===== src/mwpwm_pkg.sv =====
// Shared constants and types of the multi-width PWM channel block
`default_nettype none

package mwpwm_pkg;

    // ------------------------------------------------------------------
    // Widths and reset values
    // ------------------------------------------------------------------
    localparam int MWPWM_CNT_W = 16;
    localparam int MWPWM_CH_IDX_W = 3;
    localparam int MWPWM_NUM_CH_DEF = 3;
    localparam logic [7:0] MWPWM_BYTE_RST = 8'h00;
    localparam logic [MWPWM_CNT_W-1:0] MWPWM_CNT_RST = 16'h0000;
    localparam logic [MWPWM_CNT_W-1:0] MWPWM_CNT_STEP = 16'h0001;
    localparam logic [10:0] MWPWM_ZERO_11 = 11'h000;

    // ------------------------------------------------------------------
    // Cycle length masks
    // ------------------------------------------------------------------
    localparam logic [10:0] MWPWM_MASK_8 = 11'h0ff;
    localparam logic [10:0] MWPWM_MASK_9 = 11'h1ff;
    localparam logic [10:0] MWPWM_MASK_10 = 11'h3ff;
    localparam logic [10:0] MWPWM_MASK_11 = 11'h7ff;

    typedef enum logic [1:0] {
        MWPWM_CL_8 = 2'b00,
        MWPWM_CL_9 = 2'b01,
        MWPWM_CL_10 = 2'b10,
        MWPWM_CL_11 = 2'b11
    } mwpwm_cycle_length_select_t;

    // ------------------------------------------------------------------
    // Carriers
    // ------------------------------------------------------------------
    typedef struct packed {
        logic pwm_sel;
        logic match_flag_en;
    } mwpwm_ch_cfg_t;

    typedef struct packed {
        logic en;
        logic [MWPWM_CH_IDX_W-1:0] ch;
        logic hi;
        logic [7:0] data;
    } mwpwm_wr_t;

    typedef struct packed {
        logic [MWPWM_CH_IDX_W-1:0] ch;
        logic hi;
    } mwpwm_rd_t;

    typedef struct packed {
        logic en;
        logic [MWPWM_CH_IDX_W-1:0] ch;
        logic cmp_en;
    } mwpwm_mode_wr_t;

    function automatic logic [10:0] mwpwm_len_mask(input mwpwm_cycle_length_select_t sel);
        logic [10:0] m;
        m = MWPWM_MASK_8;
        unique case (sel)
            MWPWM_CL_8: m = MWPWM_MASK_8;
            MWPWM_CL_9: m = MWPWM_MASK_9;
            MWPWM_CL_10: m = MWPWM_MASK_10;
            MWPWM_CL_11: m = MWPWM_MASK_11;
        endcase
        return m;
    endfunction : mwpwm_len_mask

endpackage : mwpwm_pkg

`default_nettype wire


===== src/mwpwm_channels.sv =====
// Multi-width PWM channels of the programmable counter array
// Operation
// - 8-bit mode: output goes high when counter low byte equals compare low.
// - 8-bit mode: output goes low when counter low byte overflows.
// - 8-bit mode: on rollover FF to 00 compare low reloads from high.
// - Enable, PWM select and length select 00b give 8-bit mode.
// - Match flag enabled: event flag set on a match that raises the output (pin was low).
// - Overflow flag set at each overflow, every 256 counts in 8-bit.
// - Writing compare low clears enable; writing compare high sets it.
// - 8-bit high fraction is (256 - high byte)/256; zero gives 100%.
// - Channel with enable cleared holds its output low.
// - All PWM channels share one common cycle length.
// - Channels outside PWM mode stay free for other counter modes.
// - Reload access select routes reads and writes to reload or compare.
// - N-bit mode: output high when low N counter bits equal compare.
// - Carry out of bit N: output low, overflow flag, compare reloads.
// - Enable, PWM select and non-8-bit length give 9/10/11-bit mode.
// - Overflow every 512/1024/2048 counts; match flags as in 8-bit.
// - N-bit high fraction is (2^N - compare)/2^N.
`default_nettype none

module mwpwm_channels
    import mwpwm_pkg::*;
#(
    parameter int NUM_CH = MWPWM_NUM_CH_DEF
) (
    input wire logic i_clk,
    input wire logic i_sys_rst,
    input wire logic i_count_tick,
    input wire mwpwm_cycle_length_select_t i_cycle_length_select,
    input wire logic i_reload_access_select,
    input wire mwpwm_ch_cfg_t [NUM_CH-1:0] i_ch_cfg,
    input wire mwpwm_wr_t i_wr,
    input wire mwpwm_rd_t i_rd,
    input wire mwpwm_mode_wr_t i_mode_wr,
    input wire logic i_cycle_overflow_flag_clr,
    input wire logic [NUM_CH-1:0] i_channel_event_flag_clr,
    output logic [NUM_CH-1:0] o_channel_output_pin,
    output logic [NUM_CH-1:0] o_pwm_active,
    output logic [NUM_CH-1:0] o_compare_enable_bit,
    output logic [NUM_CH-1:0] o_channel_event_flag,
    output logic o_cycle_overflow_flag,
    output logic [MWPWM_CNT_W-1:0] o_counter,
    output logic [7:0] o_rd_data
);

    // ------------------------------------------------------------------
    // State
    // ------------------------------------------------------------------
    logic [MWPWM_CNT_W-1:0] cnt_r;
    logic [7:0] cmp_lo_r [NUM_CH];
    logic [7:0] cmp_hi_r [NUM_CH];
    logic [7:0] arl_lo_r [NUM_CH];
    logic [7:0] arl_hi_r [NUM_CH];
    logic [NUM_CH-1:0] cmp_en_r;
    logic [NUM_CH-1:0] pin_r;
    logic [NUM_CH-1:0] evt_r;
    logic ovf_flag_r;
    logic [7:0] rd_data_r;

    logic [10:0] mask;
    logic is8;
    logic ovf;
    logic [MWPWM_CNT_W-1:0] cnt_nxt;
    logic [10:0] cnt_low_nxt;
    logic [NUM_CH-1:0] active;
    logic [NUM_CH-1:0] match;
    logic [10:0] cmp_eff [NUM_CH];

    // ------------------------------------------------------------------
    // Shared counter and cycle length
    // ------------------------------------------------------------------
    // One length select for every channel, so lengths cannot be mixed
    assign mask = mwpwm_len_mask(i_cycle_length_select);
    assign is8 = (i_cycle_length_select == MWPWM_CL_8);
    assign cnt_nxt = cnt_r + MWPWM_CNT_STEP;
    assign cnt_low_nxt = cnt_nxt[10:0] & mask;
    // Carry out of bit N is the step from all-ones to zero
    assign ovf = i_count_tick && ((cnt_r[10:0] & mask) == mask);

    always_ff @(posedge i_clk or posedge i_sys_rst) begin
        if (i_sys_rst) begin
            cnt_r <= MWPWM_CNT_RST;
        end else if (i_count_tick) begin
            cnt_r <= cnt_nxt;
        end
    end

    // ------------------------------------------------------------------
    // Per-channel compare path
    // ------------------------------------------------------------------
    // Compare against the value the reload brings in on the same step,
    // so a zero high byte matches at count zero and stays high
    always_comb begin
        for (int c = 0; c < NUM_CH; c++) begin
            active[c] = cmp_en_r[c] & i_ch_cfg[c].pwm_sel;
            if (is8) begin
                cmp_eff[c] = {3'h0, (ovf ? cmp_hi_r[c] : cmp_lo_r[c])};
            end else if (ovf) begin
                cmp_eff[c] = {arl_hi_r[c][2:0], arl_lo_r[c]} & mask;
            end else begin
                cmp_eff[c] = {cmp_hi_r[c][2:0], cmp_lo_r[c]} & mask;
            end
            match[c] = i_count_tick && active[c]
                && (cnt_low_nxt == cmp_eff[c]);
        end
    end

    // Non-PWM channels leave the pin low here; other mode logic owns it
    assign o_pwm_active = active;

    always_ff @(posedge i_clk or posedge i_sys_rst) begin
        if (i_sys_rst) begin
            pin_r <= '0;
        end else begin
            for (int c = 0; c < NUM_CH; c++) begin
                if (!active[c]) begin
                    pin_r[c] <= 1'b0;
                end else if (match[c]) begin
                    pin_r[c] <= 1'b1;
                end else if (ovf) begin
                    pin_r[c] <= 1'b0;
                end
            end
        end
    end

    // ------------------------------------------------------------------
    // Compare and reload registers
    // ------------------------------------------------------------------
    // A software write in the reload cycle wins for the byte it writes
    always_ff @(posedge i_clk or posedge i_sys_rst) begin
        if (i_sys_rst) begin
            for (int c = 0; c < NUM_CH; c++) begin
                cmp_lo_r[c] <= MWPWM_BYTE_RST;
                cmp_hi_r[c] <= MWPWM_BYTE_RST;
            end
        end else begin
            for (int c = 0; c < NUM_CH; c++) begin
                if (ovf && active[c]) begin
                    if (is8) begin
                        cmp_lo_r[c] <= cmp_hi_r[c];
                    end else begin
                        cmp_lo_r[c] <= arl_lo_r[c];
                        cmp_hi_r[c] <= arl_hi_r[c];
                    end
                end
                if (i_wr.en && !i_reload_access_select
                    && i_wr.ch == MWPWM_CH_IDX_W'(c)) begin
                    if (i_wr.hi) begin
                        cmp_hi_r[c] <= i_wr.data;
                    end else begin
                        cmp_lo_r[c] <= i_wr.data;
                    end
                end
            end
        end
    end

    always_ff @(posedge i_clk or posedge i_sys_rst) begin
        if (i_sys_rst) begin
            for (int c = 0; c < NUM_CH; c++) begin
                arl_lo_r[c] <= MWPWM_BYTE_RST;
                arl_hi_r[c] <= MWPWM_BYTE_RST;
            end
        end else begin
            for (int c = 0; c < NUM_CH; c++) begin
                if (i_wr.en && i_reload_access_select
                    && i_wr.ch == MWPWM_CH_IDX_W'(c)) begin
                    if (i_wr.hi) begin
                        arl_hi_r[c] <= i_wr.data;
                    end else begin
                        arl_lo_r[c] <= i_wr.data;
                    end
                end
            end
        end
    end

    // Byte writes steer enable last, after a direct mode write
    always_ff @(posedge i_clk or posedge i_sys_rst) begin
        if (i_sys_rst) begin
            cmp_en_r <= '0;
        end else begin
            for (int c = 0; c < NUM_CH; c++) begin
                if (i_mode_wr.en && i_mode_wr.ch == MWPWM_CH_IDX_W'(c)) begin
                    cmp_en_r[c] <= i_mode_wr.cmp_en;
                end
                if (i_wr.en && !i_reload_access_select
                    && i_wr.ch == MWPWM_CH_IDX_W'(c)) begin
                    cmp_en_r[c] <= i_wr.hi;
                end
            end
        end
    end

    // ------------------------------------------------------------------
    // Flags, set wins over clear
    // ------------------------------------------------------------------
    always_ff @(posedge i_clk or posedge i_sys_rst) begin
        if (i_sys_rst) begin
            ovf_flag_r <= 1'b0;
        end else begin
            ovf_flag_r <= (ovf_flag_r & ~i_cycle_overflow_flag_clr)
                | ovf;
        end
    end

    always_ff @(posedge i_clk or posedge i_sys_rst) begin
        if (i_sys_rst) begin
            evt_r <= '0;
        end else begin
            for (int c = 0; c < NUM_CH; c++) begin
                evt_r[c] <= (evt_r[c] & ~i_channel_event_flag_clr[c])
                    | (match[c] & ~pin_r[c]
                       & i_ch_cfg[c].match_flag_en);
            end
        end
    end

    // ------------------------------------------------------------------
    // Read port
    // ------------------------------------------------------------------
    always_ff @(posedge i_clk or posedge i_sys_rst) begin
        if (i_sys_rst) begin
            rd_data_r <= MWPWM_BYTE_RST;
        end else begin
            rd_data_r <= MWPWM_BYTE_RST;
            for (int c = 0; c < NUM_CH; c++) begin
                if (i_rd.ch == MWPWM_CH_IDX_W'(c)) begin
                    if (i_reload_access_select) begin
                        rd_data_r <= i_rd.hi ? arl_hi_r[c] : arl_lo_r[c];
                    end else begin
                        rd_data_r <= i_rd.hi ? cmp_hi_r[c] : cmp_lo_r[c];
                    end
                end
            end
        end
    end

    assign o_channel_output_pin = pin_r;
    assign o_compare_enable_bit = cmp_en_r;
    assign o_channel_event_flag = evt_r;
    assign o_cycle_overflow_flag = ovf_flag_r;
    assign o_counter = cnt_r;
    assign o_rd_data = rd_data_r;

    for (genvar g = 0; g < NUM_CH; g++) begin : g_chk

    end
endmodule : mwpwm_channels

`default_nettype wire


===== config.mk =====
export PLATFORM = sky130hd
export DESIGN_NAME = mwpwm_channels
export DESIGN_NICKNAME = d
export VERILOG_FILES = /design/src/mwpwm_pkg.sv /design/src/mwpwm_channels.sv
export SDC_FILE = /design/constraint.sdc
export NUM_CORES = 1
export LEC_CHECK = 0
export ABC_AREA = 1
export BUFFER_PORTS_ARGS = -buffer_cell sky130_fd_sc_hd__buf_2
export CORE_ASPECT_RATIO = 1.75
export CORE_MARGIN = 2
export CORE_UTILIZATION = 35
export CTS_CLUSTER_SIZE = 20
export DETAILED_ROUTE_END_ITERATION = 7
export SLEW_MARGIN = 10
export SYNTH_ARGS = -nofsm -noshare
export SYNTH_HDL_FRONTEND = slang
export SYNTH_SLANG_ARGS = --single-unit

===== constraint.sdc =====
create_clock -name i_clk -period 5.8 [get_ports i_clk]
set_clock_uncertainty 0.1 [all_clocks]
set_input_delay 0.29 -clock i_clk [delete_from_list [all_inputs] [get_ports i_clk]]
set_output_delay 0.29 -clock i_clk [all_outputs]
set_load 0.005 [all_outputs]

==> results_tabular.tex <==
\begin{tabular}{lr}
\hline
Metric & Value \\
\hline
\multicolumn{2}{l}{\textbf{Outcome}} \\
Run status & finished, final reports clean \\
\multicolumn{2}{l}{\textbf{Floorplanning}} \\
Die height & 203 um \\
Ports placed on the boundary & 75 \\
Total number of placement rows & 73 \\
Core outline area & 22600 um\^{}2 \\
Die Span X & 118 um \\
Initial Util & 35.3\% \\
Die Area & around 24000 um\^{}2 \\
\multicolumn{2}{l}{\textbf{CTS}} \\
H-tree level count & 4 \\
TritonCTS clock tree & built \\
Maximum root-to-sink buffer count & 2 \\
Clock-pin slew reported for the worst setup and hold paths after clock tree synthesis & 0.06 ns \\
TritonCTS Buffers & 17 \\
Clock latency at the later pin of the worst-skew pair & 0.44 ns \\
Clock Sink Count & 130 \\
Clock root buffer master & sky130\_fd\_sc\_hd\_\_clkbuf\_16 \\
\multicolumn{2}{l}{\textbf{Setup path}} \\
Cells along the critical path & ha\_1, nand3\_1, nor2\_4, buf\_4, nand3\_4, nor2\_4, nand2\_1, o211ai\_1, o21ai\_0 \\
CP Launch Point & o\_counter[0]\$\_DFFE\_PP0P\_ \\
Crit. End Element & flop \\
Worst EP arrival & around 3.6 ns \\
Highest-delay cell along the critical path & sky130\_fd\_sc\_hd\_\_dfrtp\_1 \\
Reg2reg path depth & 9 \\
Crit Path Class & reg2reg \\
Worst Path Max Fanout & 41 \\
Worst Setup Start Kind & flop \\
Beginning of the worst register-to-register path & o\_counter[0]\$\_DFFE\_PP0P\_ \\
Stage delay of the slowest cell on the critical path & 0.52 ns \\
Top Family by Delay on Critical Path & simple AND/OR/NAND/NOR gates \\
Capturing point of the worst reg2reg path & cmp\_hi\_r[1]\$\_DFF\_PP0\_ \\
Crit path buf inv count & 1 \\
Register-to-Register Setup Slack & between 2 and 2.5 ns \\
Most repeated library cell on the critical path & sky130\_fd\_sc\_hd\_\_nor2\_4 \\
WP data required & 5.98 ns \\
\multicolumn{2}{l}{\textbf{Finish}} \\
Share of layout cells above drive strength 1 & 10.6\% \\
Relative area change from synthesis to final layout & 15.7\% \\
Fill cell instance count of the final layout & 2371 \\
Layout net count & 1246 \\
Antenna diode count & 0 \\
\multicolumn{2}{l}{\textbf{Global route}} \\
Wire length of the first global-routing pass & 44.5 mm \\
Remaining global-route overflow & 0 \\
Antenna violations before repair & 0 \\
Pin count of the biggest net entering global routing & 79 \\
Total global-route track usage & 24.4\% \\
Number of global-route vias before repair & 7813 \\
\multicolumn{2}{l}{\textbf{STA}} \\
Slew headroom & 34.7\% \\
Final-layout setup total negative slack & 0 ns \\
Max Clock Freq & 293 MHz \\
Setup repair after global routing missed its margin & no \\
Shortest clock period the worst path allows after layout & around 3.4 ns \\
Worst Hold Margin & approximately 0.069 ns \\
Transition time at the pin with the least slew margin & 0.976 ns \\
Share of the clock period used by the worst path after layout & 58.8\% \\
Hold violation count in the final report & 0 \\
Max Transition Viols Final & 0 \\
Setup Viol. Count Final & 0 \\
\multicolumn{2}{l}{\textbf{Power}} \\
Peak ir drop on the vdd network & 0.000221 V \\
Power density over the cells & roughly 360 nW/um\^{}2 \\
Reported leakage power & between 4 and 5 nW \\
\multicolumn{2}{l}{\textbf{Hold path}} \\
Hold Crit Endpoint & o\_channel\_event\_flag[2]\$\_DFF\_PP0\_ \\
Kind of path behind the tightest hold check & in2reg \\
Hold path start & i\_ch\_cfg[4] \\
Hold-critical path depth & 5 \\
\multicolumn{2}{l}{\textbf{Logic synthesis}} \\
Synth Instances & 1159 \\
Largest cells by area after synthesis & sky130\_fd\_sc\_hd\_\_dfrtp\_1, sky130\_fd\_sc\_hd\_\_nand2\_1, sky130\_fd\_sc\_hd\_\_o21ai\_0, sky130\_fd\_sc\_hd\_\_nand3\_1, sky130\_fd\_sc\_hd\_\_inv\_1 \\
Total nets after synthesis & 1198 \\
Area share of the largest cell type after synthesis & 40.9\% \\
Fraction of synthesis flops using an asynchronous set or reset pin & 100\% \\
Most used DFF post-synth & sky130\_fd\_sc\_hd\_\_dfrtp\_1 \\
Number of synthesis warnings & 0 \\
Netlist area before placement & just under 8000 um\^{}2 \\
Cell variety after synth & 37 \\
Cell type contributing the most total cell area after synthesis & sky130\_fd\_sc\_hd\_\_dfrtp\_1 \\
Number of enable flip-flop cells after synthesis & 0 \\
Avg Cell Area, Syn & between 6 and 7 um\^{}2 \\
Number of flip-flops and latches in the synthesized netlist & 130 \\
Part of the Yosys area used for sequential elements & 40.9\% \\
\multicolumn{2}{l}{\textbf{Place}} \\
Gp weighted congestion & 0.895 \\
Half-perimeter wire length after placement & $\sim$21 mm \\
Input/output buffers & between 70 and 80 \\
\multicolumn{2}{l}{\textbf{Drt}} \\
Count of unresolved DRC violations after routing & 0 \\
Avg WL per Cell & 18.6 um \\
Total length of routed wires & 28.3 mm \\
Total number of vias & 8052 \\
DRC violation total after the first TritonRoute iteration & 651 \\
Post-DRT Antenna Nets & 0 \\
Detail-routed via count per cell & 5.30 \\
First drt pass iteration count & 5 \\
\multicolumn{2}{l}{\textbf{Job}} \\
Max-Cap Viols & 0 \\
\hline
\end{tabular}
-- flip-flops by register name (all words and copies together) (netlist names) --
name and cells:
arl_hi_r 24, arl_lo_r 24, cmp_hi_r 24, cmp_lo_r 24, o_counter 16, o_rd_data 8, o_channel_event_flag 3, o_channel_output_pin 3
o_compare_enable_bit 3, o_cycle_overflow_flag 1
-- worst register-to-register path, stage by stage, from the launching register on --
cell and delay [ns]:
sky130_fd_sc_hd__dfrtp_1 0.52, sky130_fd_sc_hd__ha_1 0.26, sky130_fd_sc_hd__nand3_1 0.17, sky130_fd_sc_hd__nor2_4 0.13, sky130_fd_sc_hd__buf_4 0.39, sky130_fd_sc_hd__nand3_4 0.42, sky130_fd_sc_hd__nor2_4 0.46, sky130_fd_sc_hd__nand2_1 0.38
sky130_fd_sc_hd__o211ai_1 0.27, sky130_fd_sc_hd__o21ai_0 0.14
-- per-stage QoR --
stage,instance area [um^2],instances,power [W],setup slack [ns],utilization [%]
finish,9210,1520,0.00331,2.39,40.8
global route,9210,1520,0.00351,2.11,40.8
CTS,9210,1520,0.00332,2.45,40.8
detailed placement,8520,1483,0.00215,2.51,37.8
global placement,8520,1483,0.00213,2.56,37.8
floorplan,7960,1159,0.00179,1.94,-
-- power by group --
group | internal, W | switching, W | leakage [nW]
logic | 0.000304 | 0.000609 | 2.56
registers | 0.00108 | 0.000156 | 1.62
clock network | 0.000740 | 0.000428 | 0.305
total | 0.00212 | 0.00119 | 4.49
-- area by class of cell --
class	instances	area, um^2	share of cell area (%)
multi-input cells	840	3960	43.0
inverters	130	493	5.36
well taps	300	375	4.08
clock buffers	19	453	4.92
clock inverters	13	184	2.00
flip-flops and latches	130	3250	35.3
repair buffers	88	488	5.30
-- cell usage in the layout (no fill, tap or decap), types with 2 or more instances in the layout --
master                          instances
sky130_fd_sc_hd__dlygate4sd3_1          5
sky130_fd_sc_hd__nand3b_1               5
sky130_fd_sc_hd__clkinv_4               3
sky130_fd_sc_hd__nand4_1                4
sky130_fd_sc_hd__xnor2_1                5
sky130_fd_sc_hd__a221oi_1               2
sky130_fd_sc_hd__a22oi_1                4
sky130_fd_sc_hd__nand2_1              313
sky130_fd_sc_hd__bufinv_16              4
sky130_fd_sc_hd__xor2_1                 6
sky130_fd_sc_hd__o21ai_0              200
sky130_fd_sc_hd__buf_2                 74
sky130_fd_sc_hd__nor2_2                 3
sky130_fd_sc_hd__dfrtp_1              130
sky130_fd_sc_hd__clkinvlp_4             3
sky130_fd_sc_hd__nand3_1              114
sky130_fd_sc_hd__nor2_1                73
sky130_fd_sc_hd__o211ai_1              26
sky130_fd_sc_hd__nand2_2                2
sky130_fd_sc_hd__nor3_1                 5
sky130_fd_sc_hd__clkbuf_8               2
sky130_fd_sc_hd__inv_1                125
sky130_fd_sc_hd__nor2_4                 4
sky130_fd_sc_hd__a21oi_1               46
sky130_fd_sc_hd__clkbuf_16             17
sky130_fd_sc_hd__clkinv_2               3
sky130_fd_sc_hd__clkinv_1               4
sky130_fd_sc_hd__a31oi_1               13
sky130_fd_sc_hd__buf_4                  9
sky130_fd_sc_hd__o22ai_1                4
-- worst max path at each step --
stage | to | slack (ns) | depth (start not counted)
floorplan | arl_hi_r[0]$_DFFE_PP0P_ | 1.94 | 1
CTS | cmp_hi_r[1]$_DFF_PP0_ | 2.45 | 9
global placement | cmp_hi_r[0]$_DFF_PP0_ | 2.56 | 11
global route | cmp_hi_r[11]$_DFF_PP0_ | 2.11 | 9
detailed placement | cmp_hi_r[1]$_DFF_PP0_ | 2.51 | 9
finish | cmp_hi_r[1]$_DFF_PP0_ | 2.39 | 9
-- synth_stat cells (all sizes together) (4+ instances only) --
library cell / number
o211ai: 26
clkinv: 4
nand3b: 5
o22ai: 4
nand3: 115
nand2: 315
xor2: 6
dfrtp: 130
inv: 126
xnor2: 5
nor3: 5
a21oi: 46
nor2: 80
nand4: 4
a22oi: 4
clkbuf: 33
buf: 26
a31oi: 13
o21ai: 201
-- kinds of logic after synthesis --
group / Yosys count / share of synthesized area, %
AND/OR/NAND/NOR: 528 / 27.9
AO/OA/AOI/OAI: 300 / 20.4
buffers and inverters: 189 / 9.42
flip-flops: 130 / 40.9
XOR/XNOR: 11 / 1.21
adder cells (fa/ha/maj): 1 / 0.157
-- repair_timing --
item | in CTS | in global routing
gates resized for setup | 0 | 0
buffers inserted | 0 | 0
hold endpoints to repair | 81 | 0
hold buffers | 5 | 0
-- layer usage --
layer	GRT usage [%]	part of all wire, %
met4	17.1	7.3
met1	27.3	38
met5	0	0
met2	42.2	50
met3	3.86	4.6
No activity file was read; power rests on OpenSTA's default activity.
